[src/shared/gauge_regs_defs.vh]
/*
 * constants for the gauge status and switch-override register bank:
 * command codes, field positions, masks and reset values.
 * assumes it is included by bare name from design files only.
 */
`ifndef GAUGE_REGS_DEFS_VH
`define GAUGE_REGS_DEFS_VH

// command codes of the extended set served here
`define CMD_FRONTEND_SNAPSHOT 8'h45
`define CMD_SWITCH_OVERRIDE 8'h46
`define CMD_SAFETY_PENDING 8'h50
`define CMD_SAFETY_FAULTS 8'h51
`define CMD_PERMANENT_PENDING 8'h52
`define CMD_PERMANENT_FAIL_CAUSE 8'h53
`define CMD_OPERATION_FLAGS 8'h54

// snapshot block length byte, front-end bytes returned
`define SNAPSHOT_LEN 8'h09

// switch override word fields
`define SW_DISCHARGE 1
`define SW_CHARGE 2
`define SW_PRECHARGE 3
`define SW_OPEN_DRAIN 4
`define SW_OVERRIDE 7
`define SWITCH_WRITE_MASK 16'h009E
`define SWITCH_RESET 16'h0000

// safety words: bit 3 reserved, all others fault flags
`define SAFETY_VALID_MASK 16'hFFF7
// permanent failure words: every bit is a cause
`define PF_VALID_MASK 16'hFFFF

// operation flags word fields
`define OP_INSERTED 15
`define OP_FULL_ACCESS 14
`define OP_SEALED 13
`define OP_LOAD_MODE 10
`define OP_WAKE 7
`define OP_DISCHARGING 6
`define OP_DISCHARGE_FAULT 5
`define OP_BLOCK_CURRENT 4
`define OP_BLOCK_TEMP 3
`define OP_BLOCK_VOLT 2
`define OP_VOLT_FIT 1
`define OP_UPDATE_EN 0

// smbus slave address of the gauge
`define SLAVE_ADDR 7'h0B

`endif

[src/logic/snapshot_mem.v]
/*
 * small byte memory holding the front-end register snapshot.
 * assumes one clock, write port from the front-end poller,
 * read data registered one cycle after the address.
 */
`timescale 1ns/1ns
module snapshot_mem #(
    parameter WIDTH = 8,
    parameter DEPTH = 16,
    parameter AW = 4
)(
    input wire i_clk,
    input wire i_ce,
    input wire i_wr,
    input wire [AW-1:0] i_waddr,
    input wire [WIDTH-1:0] i_wdata,
    input wire [AW-1:0] i_raddr,
    output reg [WIDTH-1:0] o_rdata
);
    // storage, no reset: contents are refreshed by the poller
    reg [WIDTH-1:0] mem [0:DEPTH-1];

    // write port
    always @(posedge i_clk)
    begin
        if (i_ce && i_wr)
        begin
            mem[i_waddr] <= i_wdata;
        end
    end

    // registered read port
    always @(posedge i_clk)
    begin
        if (i_ce)
        begin
            o_rdata <= mem[i_raddr];
        end
    end
endmodule

[src/logic/gauge_regs.v]
/*
 * gauge extended register bank on an smbus slave: front-end snapshot
 * block read, switch override word, safety and permanent failure
 * words, operation flags and the permanent failure records.
 * assumes scl, sda and the presence pin come from outside the clock
 * domain; all other inputs come from gauge logic on i_clk.
 */
`timescale 1ns/1ns
`include "gauge_regs_defs.vh"

// Behaviour
// - extended commands refused while sealed
// - 0x45 block: length then nine snapshot bytes
// - 0x46 read/write switch and override bits
// - switch bit one on, zero off
// - override set holds commanded switch states
// - override clear lets gauge drive switches
// - front-end off demand always wins
// - 0x50 pending safety, fault layout
// - 0x51 current safety fault flags
// - safety high byte fault order
// - safety low byte fault order
// - 0x52 pending permanent failure bits
// - 0x53 permanent failure cause word
// - history record accumulates every cause
// - first nonzero cause stored once
// - operation high byte flag positions
// - operation low byte flag positions
// - load mode selects constant power model
// - discharging bit mirrors battery status
// - inserted flag set while pin low
module gauge_regs #(
    parameter ADDR = `SLAVE_ADDR
)(
    input wire i_clk,
    input wire i_resetn,
    input wire i_ce,
    input wire i_scl,
    input wire i_sda,
    output wire o_sda_out,
    output wire o_sda_oe,
    input wire i_sealed,
    input wire i_full_access,
    input wire i_load_mode,
    input wire i_system_inserted_n,
    input wire i_wake,
    input wire i_discharging,
    input wire i_discharge_fault,
    input wire i_block_current,
    input wire i_block_temp,
    input wire i_block_volt,
    input wire i_voltage_fit,
    input wire i_update_en,
    input wire [15:0] i_safety_pending,
    input wire [15:0] i_safety_faults,
    input wire [15:0] i_pf_pending,
    input wire [15:0] i_pf_cause,
    input wire [3:0] i_gauge_switch,
    input wire [3:0] i_frontend_off,
    input wire i_snap_wr,
    input wire [3:0] i_snap_addr,
    input wire [7:0] i_snap_data,
    output reg o_discharge_switch,
    output reg o_charge_switch,
    output reg o_precharge_switch,
    output reg o_open_drain_out,
    output reg o_constant_power,
    output reg [15:0] o_failure_history_record,
    output reg o_history_wr,
    output reg [15:0] o_first_failure_record,
    output reg o_first_wr
);
    // bus states
    localparam ST_IDLE = 3'd0;
    localparam ST_ADDR = 3'd1;
    localparam ST_CMD = 3'd2;
    localparam ST_WDATA = 3'd3;
    localparam ST_READ = 3'd4;
    localparam ST_WAIT = 3'd5;

    // synchronisers: stage one is read only by stage two
    reg scl_m_q, scl_s_q, scl_p_q;
    reg sda_m_q, sda_s_q, sda_p_q;
    reg ins_m_q, ins_s_q;

    // bus engine state
    reg [2:0] st_q;
    reg [2:0] nxt_q; // state taken after the ack slot
    reg [3:0] bit_q; // bit counter, 8/9 ack slot, 10 reload
    reg [7:0] sh_q; // receive shift register
    reg [7:0] tx_q; // transmit shift register
    reg sda_low_q; // we pull sda low
    reg [7:0] cmd_q; // last accepted command
    reg cmd_ok_q; // command valid for a repeated-start read
    reg [1:0] wcnt_q; // write data byte count
    reg [7:0] lo_q; // low byte of a word write
    reg [4:0] idx_q; // byte index of a read
    reg [15:0] ctrl_q; // switch override word
    reg hold_q; // commanded states are being held
    reg first_taken_q; // first failure already captured

    wire [7:0] mem_rdata;
    wire scl_rise = scl_s_q & ~scl_p_q;
    wire scl_fall = ~scl_s_q & scl_p_q;
    // sda moves while scl high only for start and stop
    wire start_c = scl_s_q & scl_p_q & sda_p_q & ~sda_s_q;
    wire stop_c = scl_s_q & scl_p_q & ~sda_p_q & sda_s_q;
    wire rx_st = (st_q == ST_ADDR) || (st_q == ST_CMD) || (st_q == ST_WDATA);

    reg [15:0] op_word; // assembled operation flags
    reg [15:0] rd_word; // word answered for the current command

    // commands this bank answers
    function cmd_known;
        input [7:0] c;
        begin
            cmd_known = (c == `CMD_FRONTEND_SNAPSHOT) || (c == `CMD_SWITCH_OVERRIDE)
                || (c == `CMD_SAFETY_PENDING) || (c == `CMD_SAFETY_FAULTS)
                || (c == `CMD_PERMANENT_PENDING) || (c == `CMD_PERMANENT_FAIL_CAUSE)
                || (c == `CMD_OPERATION_FLAGS);
        end
    endfunction

    // byte k of a read answer; words go low byte first
    function [7:0] byte_sel;
        input [7:0] c;
        input [4:0] k;
        input [15:0] w;
        input [7:0] m;
        begin
            if (c == `CMD_FRONTEND_SNAPSHOT)
            begin
                // length byte then location zero first
                if (k == 5'd0)
                    byte_sel = `SNAPSHOT_LEN;
                else if (k <= 5'd9)
                    byte_sel = m;
                else
                    byte_sel = 8'h00;
            end
            else if (k == 5'd0)
                byte_sel = w[7:0];
            else if (k == 5'd1)
                byte_sel = w[15:8];
            else
                byte_sel = 8'h00;
        end
    endfunction

    // front-end snapshot store; byte k+1 of the block is location k
    snapshot_mem #(
        .WIDTH(8),
        .DEPTH(16),
        .AW(4)
    ) u_snap (
        .i_clk(i_clk),
        .i_ce(i_ce),
        .i_wr(i_snap_wr),
        .i_waddr(i_snap_addr),
        .i_wdata(i_snap_data),
        .i_raddr(idx_q[3:0]),
        .o_rdata(mem_rdata)
    );

    // operation flags word
    always @*
    begin
        op_word = 16'h0000;
        op_word[`OP_INSERTED] = ~ins_s_q;
        op_word[`OP_FULL_ACCESS] = i_full_access;
        op_word[`OP_SEALED] = i_sealed;
        op_word[`OP_LOAD_MODE] = i_load_mode;
        op_word[`OP_WAKE] = i_wake;
        op_word[`OP_DISCHARGING] = i_discharging;
        op_word[`OP_DISCHARGE_FAULT] = i_discharge_fault;
        op_word[`OP_BLOCK_CURRENT] = i_block_current;
        op_word[`OP_BLOCK_TEMP] = i_block_temp;
        op_word[`OP_BLOCK_VOLT] = i_block_volt;
        op_word[`OP_VOLT_FIT] = i_voltage_fit;
        op_word[`OP_UPDATE_EN] = i_update_en;
    end

    // read word mux
    always @*
    begin
        case (cmd_q)
            // override word reads back, reserved bits zero
            `CMD_SWITCH_OVERRIDE: rd_word = ctrl_q & `SWITCH_WRITE_MASK;
            // pending bits share the fault layout
            `CMD_SAFETY_PENDING: rd_word = i_safety_pending & `SAFETY_VALID_MASK;
            `CMD_SAFETY_FAULTS: rd_word = i_safety_faults & `SAFETY_VALID_MASK;
            `CMD_PERMANENT_PENDING: rd_word = i_pf_pending & `PF_VALID_MASK;
            `CMD_PERMANENT_FAIL_CAUSE: rd_word = i_pf_cause & `PF_VALID_MASK;
            `CMD_OPERATION_FLAGS: rd_word = op_word;
            default: rd_word = 16'h0000;
        endcase
    end

    // input synchronisers, pins only
    always @(posedge i_clk or negedge i_resetn)
    begin
        if (!i_resetn)
        begin
            scl_m_q <= 1'b1;
            scl_s_q <= 1'b1;
            scl_p_q <= 1'b1;
            sda_m_q <= 1'b1;
            sda_s_q <= 1'b1;
            sda_p_q <= 1'b1;
            ins_m_q <= 1'b1;
            ins_s_q <= 1'b1;
        end
        else if (i_ce)
        begin
            scl_m_q <= i_scl;
            scl_s_q <= scl_m_q;
            scl_p_q <= scl_s_q;
            sda_m_q <= i_sda;
            sda_s_q <= sda_m_q;
            sda_p_q <= sda_s_q;
            ins_m_q <= i_system_inserted_n;
            ins_s_q <= ins_m_q;
        end
    end

    // smbus slave engine
    always @(posedge i_clk or negedge i_resetn)
    begin
        if (!i_resetn)
        begin
            st_q <= ST_IDLE;
            nxt_q <= ST_IDLE;
            bit_q <= 4'd0;
            sh_q <= 8'h00;
            tx_q <= 8'h00;
            sda_low_q <= 1'b0;
            cmd_q <= 8'h00;
            cmd_ok_q <= 1'b0;
            wcnt_q <= 2'd0;
            lo_q <= 8'h00;
            idx_q <= 5'd0;
            ctrl_q <= `SWITCH_RESET;
            hold_q <= 1'b0;
        end
        else if (i_ce)
        begin
            if (stop_c)
            begin
                // stop ends everything, command forgotten
                st_q <= ST_IDLE;
                sda_low_q <= 1'b0;
                cmd_ok_q <= 1'b0;
                bit_q <= 4'd0;
            end
            else if (start_c)
            begin
                // start or repeated start: listen for address
                st_q <= ST_ADDR;
                sda_low_q <= 1'b0;
                bit_q <= 4'd0;
            end
            else if (rx_st)
            begin
                if (scl_rise && (bit_q < 4'd8))
                begin
                    sh_q <= {sh_q[6:0], sda_s_q};
                    bit_q <= bit_q + 4'd1;
                end
                else if (scl_fall && (bit_q == 4'd8))
                begin
                    // byte complete: decide ack and act on it
                    bit_q <= 4'd9;
                    sda_low_q <= 1'b0;
                    nxt_q <= ST_WAIT;
                    case (st_q)
                        ST_ADDR:
                        begin
                            if ((sh_q[7:1] == ADDR) && !sh_q[0])
                            begin
                                sda_low_q <= 1'b1;
                                nxt_q <= ST_CMD;
                            end
                            else if ((sh_q[7:1] == ADDR) && cmd_ok_q)
                            begin
                                sda_low_q <= 1'b1;
                                nxt_q <= ST_READ;
                                idx_q <= 5'd0;
                                tx_q <= byte_sel(cmd_q, 5'd0, rd_word, mem_rdata);
                            end
                        end
                        ST_CMD:
                        begin
                            // sealed gauge answers none of these
                            if (cmd_known(sh_q) && !i_sealed)
                            begin
                                sda_low_q <= 1'b1;
                                nxt_q <= ST_WDATA;
                                cmd_q <= sh_q;
                                cmd_ok_q <= 1'b1;
                                wcnt_q <= 2'd0;
                            end
                            else
                            begin
                                cmd_ok_q <= 1'b0;
                            end
                        end
                        ST_WDATA:
                        begin
                            // only the override word is writable, two bytes
                            if ((cmd_q == `CMD_SWITCH_OVERRIDE) && (wcnt_q < 2'd2))
                            begin
                                sda_low_q <= 1'b1;
                                nxt_q <= ST_WDATA;
                                wcnt_q <= wcnt_q + 2'd1;
                                if (wcnt_q == 2'd0)
                                begin
                                    lo_q <= sh_q;
                                end
                                else
                                begin
                                    ctrl_q <= {sh_q, lo_q} & `SWITCH_WRITE_MASK;
                                    hold_q <= lo_q[`SW_OVERRIDE];
                                end
                            end
                        end
                        default:
                        begin
                            nxt_q <= ST_WAIT;
                        end
                    endcase
                end
                else if (scl_fall && (bit_q == 4'd9))
                begin
                    // end of ack slot
                    st_q <= nxt_q;
                    if (nxt_q == ST_READ)
                    begin
                        sda_low_q <= ~tx_q[7];
                        bit_q <= 4'd1;
                    end
                    else
                    begin
                        sda_low_q <= 1'b0;
                        bit_q <= 4'd0;
                    end
                end
            end
            else if (st_q == ST_READ)
            begin
                if (scl_fall && (bit_q < 4'd8))
                begin
                    // shift out next bit, msb first
                    sda_low_q <= ~tx_q[6];
                    tx_q <= {tx_q[6:0], 1'b0};
                    bit_q <= bit_q + 4'd1;
                end
                else if (scl_fall && (bit_q == 4'd8))
                begin
                    // release for the master's ack
                    sda_low_q <= 1'b0;
                    bit_q <= 4'd9;
                end
                else if (scl_rise && (bit_q == 4'd9))
                begin
                    if (sda_s_q)
                    begin
                        // master nack: transfer over
                        st_q <= ST_WAIT;
                    end
                    else
                    begin
                        // memory data at idx is already registered
                        idx_q <= idx_q + 5'd1;
                        tx_q <= byte_sel(cmd_q, idx_q + 5'd1, rd_word, mem_rdata);
                        bit_q <= 4'd10;
                    end
                end
                else if (scl_fall && (bit_q == 4'd10))
                begin
                    sda_low_q <= ~tx_q[7];
                    bit_q <= 4'd1;
                end
            end
        end
    end

    // switch drivers
    always @(posedge i_clk or negedge i_resetn)
    begin
        if (!i_resetn)
        begin
            o_discharge_switch <= 1'b0;
            o_charge_switch <= 1'b0;
            o_precharge_switch <= 1'b0;
            o_open_drain_out <= 1'b0;
            o_constant_power <= 1'b0;
        end
        else if (i_ce)
        begin
            // held bits set on, cleared off
            // without the hold the gauge decides
            // front-end off demand masks both sources
            o_discharge_switch <= (hold_q ? ctrl_q[`SW_DISCHARGE] : i_gauge_switch[0])
                & ~i_frontend_off[0];
            o_charge_switch <= (hold_q ? ctrl_q[`SW_CHARGE] : i_gauge_switch[1])
                & ~i_frontend_off[1];
            o_precharge_switch <= (hold_q ? ctrl_q[`SW_PRECHARGE] : i_gauge_switch[2])
                & ~i_frontend_off[2];
            o_open_drain_out <= (hold_q ? ctrl_q[`SW_OPEN_DRAIN] : i_gauge_switch[3])
                & ~i_frontend_off[3];
            // one picks the constant power model
            o_constant_power <= i_load_mode;
        end
    end

    // permanent failure records, written out as pulses for storage
    always @(posedge i_clk or negedge i_resetn)
    begin
        if (!i_resetn)
        begin
            o_failure_history_record <= 16'h0000;
            o_history_wr <= 1'b0;
            o_first_failure_record <= 16'h0000;
            o_first_wr <= 1'b0;
            first_taken_q <= 1'b0;
        end
        else if (i_ce)
        begin
            o_history_wr <= 1'b0;
            o_first_wr <= 1'b0;
            // merge any cause not yet in history
            if ((i_pf_cause & ~o_failure_history_record) != 16'h0000)
            begin
                o_failure_history_record <= o_failure_history_record | i_pf_cause;
                o_history_wr <= 1'b1;
            end
            // first nonzero cause word, once only
            if (!first_taken_q && (i_pf_cause != 16'h0000))
            begin
                o_first_failure_record <= i_pf_cause;
                o_first_wr <= 1'b1;
                first_taken_q <= 1'b1;
            end
        end
    end

    // open-drain data pin: only ever pulled low
    assign o_sda_out = 1'b0;
    assign o_sda_oe = sda_low_q;
endmodule

[config.mk]
export PLATFORM = sky130hd
export DESIGN_NAME = gauge_regs
export DESIGN_NICKNAME = d
export VERILOG_FILES = /design/src/logic/snapshot_mem.v /design/src/logic/gauge_regs.v
export VERILOG_INCLUDE_DIRS = /design/src /design/src/shared
export SDC_FILE = /design/constraint.sdc
export NUM_CORES = 1
export LEC_CHECK = 0
export ABC_AREA = 1
export BUFFER_PORTS_ARGS = -buffer_cell sky130_fd_sc_hd__buf_4
export CAP_MARGIN = 20
export CORE_AREA = 2 2 147 149
export DETAILED_ROUTE_END_ITERATION = 8
export DIE_AREA = 0 0 149 151
export GPL_TIMING_DRIVEN = 0
export PLACE_DENSITY = 0.72
export SYNTH_ARGS = -nofsm -noshare
export SYNTH_HDL_FRONTEND = slang
export SYNTH_SLANG_ARGS = --single-unit
export TNS_END_PERCENT = 1
[constraint.sdc]
create_clock -name i_clk -period 3.5 [get_ports i_clk]
set_input_delay 0.175 -clock i_clk [delete_from_list [all_inputs] [get_ports i_clk]]
set_output_delay 0.175 -clock i_clk [all_outputs]
set_load 0.005 [all_outputs]
==> reports/metrics.yaml, run 1 <==
numCtsBuffers: 25
core.rowCount: 53
syn_nets: 1319
place_congestion: 0.9407
layout.nets: 1523
synth_area_leaders: "edfxtp_1 36%, dfrtp_1 21%, nand2_1 8.9%"
ys_seq_area_share_pct: 58.73
antenna_left: 0
synth_top_area_share_pct: 36.23
post-route-drc-count: 0
dr.pass1.iters: 6
insertion_delay_ns: 0.53
end_kind: "flop"
setup_viol: 0
synthFlopType: "edfxtp_1"
total_power_mw: 6.616
synth_top_cell_by_area: "edfxtp_1"
layout-drive-gt1-share_pct: 18.31
yosys_warnings: 0
fin_tns_setup_ns: 0
status: "finished clean"
synth_common_cells: "266 x nand2_1, 164 x nor2_1, 138 x o21ai_0"
cap_violations: 0
synth_edf_count: 136
post-route-cell-area_um2: 13870
grt_pass1_vias: 9075
syn-instance-count: 1209
ir_drop_v: 0.0004383
syn_area_um2: 11270
ioPinCount: 143
grt_max_degree: 69
die_area_um2: 22500
cts_buffer_depth: 3
dr.first_iter.drc_count: 801
track_usage_pct: 27.45
crit_type: "reg -> reg"
wl_met3_um: 2363
viasPerCell: 5.530
grt-ovfl-total: 0
cts_tree: "done"
clock_sinks: 237
fmax_ghz: 0.3703
power_density_nw_per_um2: 476.8
grt_first_pass_wirelength_um: 47980
hold_class: "in -> reg"
met2_length_um: 14890
wl_per_cell_um: 18.21
core-area_um2: 20820
drt-total-wl_um: 31070
drv_slew: 0
vias: 9435
start_util_pct: 54.14
grt_antenna_before_repair: 0
fin_util_pct: 66.63
worst_pin_slew_ns: 0.8671
ctsHtreeMaxLevel: 1
cts_root_buf: "clkbuf_16"
cts-resized-gates: 0
fin_crit_sh_pct: 77.15
maxUsedRoutingLayer: "met4"
n_antenna_cell: 0
met1_length_um: 12720
skew_ns: 0.01584
yosysMostFrequentCell: "nand2_1"
cp_max_fo: 10
fin_crit_ns: 2.700
ys_types: 45
cp_data_required_time_ns: 3.95
leakagePower_nw: 5.888
hold_viol: 0
placed_cell_area_um2: 12690
cp-start-kind: "flop"
clkTransAtPathRegs_ns: 0.07
die_y_um: 151
port-buffer-count: 139
hpwl_um: 22020
rsz0062_at_grt: "false"
async_reset_ff_share_pct: 42.62
synth_seq_cells: 237
die_w_um: 149
synth.avg_cell_area_um2: 9.324
slew_headroom_pct: 41.98
syn_to_final_growth_pct: 23.07
arrival_ns: 3.15
[worst paths after layout]
path                       cells after the start            from                           end  slack, ns
setup / recovery                              14        idx_q[0]                       tx_q[1]       0.80
hold / removal                                 3  i_pf_cause[13]  o_failure_history_record[13]       0.02
setup reg to reg                              14        idx_q[0]                       tx_q[1]       0.80
hold reg to reg                                2         ins_m_q                       ins_m_q       0.46
max in group asynchronous                      3        i_resetn  o_failure_history_record[12]       2.65
min in group asynchronous                      2        i_resetn                        hold_q       0.15
[flip-flops by register name, indices dropped and copies added (netlist names), 2 cells and up]
| signal | cells |
|---|---|
| bit_q | 4 |
| cmd_q | 8 |
| ctrl_q | 4 |
| idx_q | 5 |
| lo_q | 5 |
| nxt_q | 3 |
| o_failure_history_record | 16 |
| o_first_failure_record | 16 |
| sh_q | 8 |
| st_q | 3 |
| tx_q | 8 |
| u_snap.mem | 128 |
| u_snap.o_rdata | 8 |
| wcnt_q | 2 |
[layout by cell type, fill, tap and decap left out, types with 3 or more instances in the layout]
cell	Yosys	final
inv_1	78	78
o41ai_1	4	4
nor2_1	164	164
mux2_4	4	4
clkinv_1	0	8
nor4_1	5	5
clkinvlp_2	0	3
buf_2	15	15
nor2_4	7	7
nor2_2	10	10
buf_1	3	3
o22ai_1	24	24
ha_1	8	8
nand3_2	4	4
nand2_4	4	4
nand2_1	266	266
inv_2	8	8
dfrtp_1	93	93
buf_4	8	147
nand4_1	8	8
clkbuf_1	19	22
dlygate4sd3_1	0	37
bufinv_16	0	4
o211ai_1	4	4
o21ai_1	6	6
nand3_1	106	106
dfstp_2	8	8
clkbuf_16	0	25
edfxtp_1	136	136
o21ai_0	138	138
nand2_2	9	9
o221ai_1	14	14
nor3_1	9	9
a21oi_1	16	16
o21bai_1	12	12
[critical path, stage by stage (launching register included)]
cell	delay [ns]
dfrtp_1	0.51
buf_2	0.28
inv_1	0.09
buf_2	0.19
buf_2	0.22
ha_1	0.33
inv_1	0.06
nand2_1	0.04
nand2_1	0.06
nand2_1	0.07
a21oi_2	0.24
nand2_1	0.10
a21oi_1	0.19
nand3_1	0.10
a21oi_1	0.14
[power breakdown]
part | internal (mW) | switching [mW]
clock | 1.59 | 1.07
sequential | 3.08 | 0.0816
combinational | 0.304 | 0.487
total | 4.98 | 1.64
[repair_timing]
action | CTS | global route
hold endpoints to repair | 206 | 0
hold buffers | 37 | 0
buffers inserted | 0 | 0
[per-stage QoR]
stage | std cells | hold slack [ns] | worst slack (ns)
floorplan | 1209 | -0.1206 | 1.330
global placement | 1623 | 0.3666 | 0.8918
detailed placement | 1624 | 0.1617 | 0.8703
CTS | 1706 | 0.003825 | 0.8364
global route | 1706 | 0.03853 | 0.4948
finish | 1706 | 0.02402 | 0.7998
[per-layer routing]
layer	vias up	global-route usage (%)
li1	4543	-
met1	4439	35.28
met2	387	47.35
met3	66	4.036
met4	0	10.62
met5	-	0
[area by class of cell]
class / count / area, um^2
flip-flops and latches: 237 / 6621
inverters: 89 / 344.1
clock buffers: 28 / 636.9
multi-input cells: 838 / 4090
clock inverters: 17 / 178.9
well taps: 275 / 344.1
fillers: 1641 / 6948
repair buffers: 177 / 1441
plain buffers: 45 / 217.7
[kinds of logic after synthesis]
kind of cell             share of synthesized area, %
AND/OR/NAND/NOR                                 23.07
flip-flops                                      58.73
AO/OA/AOI/OAI                                   11.60
buffers and inverters                           4.983
adder cells (fa/ha/maj)                        0.8879
multiplexers                                   0.5328
XOR/XNOR                                       0.1554
other                                         0.03326
(Power assumes the default switching activity.)
==> run 2, diff against run 1 <==
--- a/config.mk
+++ b/config.mk
@@ -9,11 +9,11 @@
 export ABC_AREA = 1
 export BUFFER_PORTS_ARGS = -buffer_cell sky130_fd_sc_hd__buf_4
 export CAP_MARGIN = 20
-export CORE_AREA = 2 2 147 149
+export CORE_AREA = 2 2 149 151
 export DETAILED_ROUTE_END_ITERATION = 8
-export DIE_AREA = 0 0 149 151
+export DIE_AREA = 0 0 151 153
 export GPL_TIMING_DRIVEN = 0
-export PLACE_DENSITY = 0.72
+export PLACE_DENSITY = 0.73
 export SYNTH_ARGS = -nofsm -noshare
 export SYNTH_HDL_FRONTEND = slang
 export SYNTH_SLANG_ARGS = --single-unit
==> constraint.sdc (replaced) <==
create_clock -name i_clk -period 2.25 [get_ports i_clk]
set_input_delay 0.1125 -clock i_clk [delete_from_list [all_inputs] [get_ports i_clk]]
set_output_delay 0.1125 -clock i_clk [all_outputs]
set_load 0.005 [all_outputs]
==> reports/metrics.yaml, run 2 (synthesis gave the netlist of run 1 again) <==
status: "finished clean"
ioPinCount: 143  # unchanged
drv_slew: 0  # unchanged
cp_slowest_cell: "dfrtp_2"
hpwl_um: 22060  # +0.16%
pwr-share-seq_pct: 47.8  # about the same
clkTransAtPathRegs_ns: 0.07  # about the same
layout_commonest_cell: "nand2_1"
drt-total-wl_um: 30470  # -1.9%
start_util_pct: 52.47  # -1.7 points
post-route-cell-area_um2: 13960  # +0.59%
cap_violations: 0  # unchanged
die_w_um: 151  # +1.3%
wl_met3_um: 2454  # +3.9%
grt_antenna_before_repair: 0  # unchanged
skew_ns: 0.02274  # +0.006895 ns
arrival_ns: 2.60  # -0.55 ns
met1_length_um: 12190  # -4.2%
multi_input_area_um2: 4104  # +0.34%
ir_drop_v: 0.0007038  # +61%
cp_common_cell: "nand2_1"
cts_root_buf: "clkbuf_16"
seqCellArea_um2: 6623  # about the same
core-area_um2: 21490  # +3.2%
hold_class: "in -> reg"
power_density_nw_per_um2: 736.0  # +54%
place_ws_ns: -0.3779  # -1.248 ns
vias: 9426  # -0.095%
total_power_mw: 10.27  # +55%
largest_reg_flops: 128  # unchanged
worstPathCellList: "buf_6 > inv_1 > buf_6 > buf_8 > ha_1 > inv_1 > nand2_1 > nand2_1 > nand2_2 > a21oi_4 > nand2_1 > a21oi_1 > nand3_1 > a21oi_1"
end_kind: "flop"
maxUsedRoutingLayer: "met4"
worstReg2RegStart: "idx_q[0]"
setup_viol: 0  # unchanged
dp_cells: 1629  # +0.31%
clkPwrFrac_pct: 40.0  # -0.3 points
track_usage_pct: 26.01  # -1.4 points
die_area_um2: 23100  # +2.7%
cts_buffer_depth: 3  # unchanged
worst_pin_slew_ns: 0.8483  # -0.01876 ns
switchingPower_mw: 2.511  # +53%
p_int_mw: 7.762  # +56%
fillers: 1771  # +7.9%
cp-start-kind: "flop"
ctsHtreeMaxLevel: 1  # unchanged
cts_tree: "done"
clock_sinks: 237  # unchanged
core.rowCount: 54  # +1.9%
p_comb_share_pct: 12.1  # about the same
worstSetupStartpoint: "idx_q[0]"
numCtsBuffers: 25  # unchanged
swShare_pct: 24.44  # -0.36 points
fin_crit_ns: 2.136  # -0.5640 ns
port-buffer-count: 139  # unchanged
antenna_left: 0  # unchanged
syn_to_final_growth_pct: 23.81
finalNonFillerCells: 1714  # +0.47%
hold_viol: 0  # unchanged
slew_headroom_pct: 43.24  # +1.3 points
placed_cell_area_um2: 12690  # about the same
layout_common_cells: "265 x nand2_1, 164 x nor2_1, 150 x buf_4"
grt_first_pass_wirelength_um: 47050  # -1.9%
layout.nets: 1526  # +0.20%
layout-drive-gt1-share_pct: 18.76  # +0.45 points
grt_max_degree: 70  # +1.4%
r2r_cells: 14  # unchanged
critical_path_depth: 14  # unchanged
hold_ws_ns: 0.07259  # +0.04857 ns
cp_max_fo: 10  # unchanged
post-route-drc-count: 0  # unchanged
crit_end: "tx_q[1]"
cp_data_required_time_ns: 2.71  # -1.24 ns
worst-path-buf-inv: 5  # unchanged
die_y_um: 153  # +1.3%
grt-ovfl-total: 0  # unchanged
fin_crit_sh_pct: 94.94  # +18 points
fmax_ghz: 0.4681  # +26%
reg2reg_slack_ns: 0.11  # -0.69 ns
dr.first_iter.drc_count: 888  # +11%
insertion_delay_ns: 0.53  # about the same
grt_pass1_vias: 9104  # +0.32%
dr.pass1.iters: 5  # -1
n_antenna_cell: 0  # unchanged
wl_per_cell_um: 17.78  # -2.4%
reg2reg_to: "tx_q[1]"
crit_type: "reg -> reg"
reg_top3: "u_snap.mem x128, o_failure_history_record x16, o_first_failure_record x16"
met2_length_um: 14890  # about the same
setup_slack_ns: 0.1138  # -0.6860 ns
viasPerCell: 5.499  # -0.56%
crit_family: "buffers and inverters"
regMostFlops: "u_snap.mem"
critPathMaxStageDelay_ns: 0.39  # -0.12 ns
rsz0062_at_grt: "true"
place_congestion: 0.9470  # +0.67%
leakagePower_nw: 5.924  # +0.61%
[run 2: worst min-delay path: stages]
cell and delay, ns:
buf_4 0.11, nor2_1 0.05, nand3_1 0.07, nor2_1 0.06
nand3_1 0.07, o21ai_0 0.06
[run 2: routing by layer]
metal / vias up / track usage, %
met1: 4408 / 33.51
met3: 68 / 3.701
met4: 0 / 9.034
met2: 391 / 44.96
met5: - / 0
li1: 4559 / -
[run 2: power by group through the flow]
stage	logic [mW]	registers (mW)	clock network [mW]
after global placement	1.14	4.99	0
after global routing	1.37	4.93	4.35
after CTS	1.24	4.91	4.19
after floorplan	0.643	4.97	0
final	1.25	4.91	4.11
after detailed placement	1.17	5.00	0
[run 2: layout make-up]
class	count	area share (%)
flip-flops and latches	237	47.45
clock inverters	17	1.300
inverters	89	2.465
clock buffers	28	4.563
well taps	280	2.510
multi-input cells	838	29.40
plain buffers	45	1.802
repair buffers	180	10.51
[run 2: how the worst min path moves through the flow]
stage,cells after the start,to,slack (ns),from
after floorplan,0,bit_q[0],-0.18,i_resetn
final,6,cmd_ok_q,0.07,i_sealed
after CTS,6,cmd_ok_q,0.06,i_sealed
after detailed placement,1,hold_q,0.09,i_resetn
after global routing,6,cmd_ok_q,0.08,i_sealed
after global placement,2,o_charge_switch,0.30,i_frontend_off[1]
[run 2: through the flow]
step	TNS [ns]	utilization, %
final	0	64.96
after global routing	-0.1891	64.96
after CTS	0	64.86
after detailed placement	-2.408	59.08
after global placement	-1.941	58.96
after floorplan	0	-
[run 2: what timing repair did]
action | in CTS | in global routing
hold buffers | 38 | 0
setup endpoints to repair | 8 | 10
endpoints found under the hold margin | 277 | 0
gates resized for setup | 10 | 7
pin swaps | 1 | 1
buffers inserted | 2 | 0
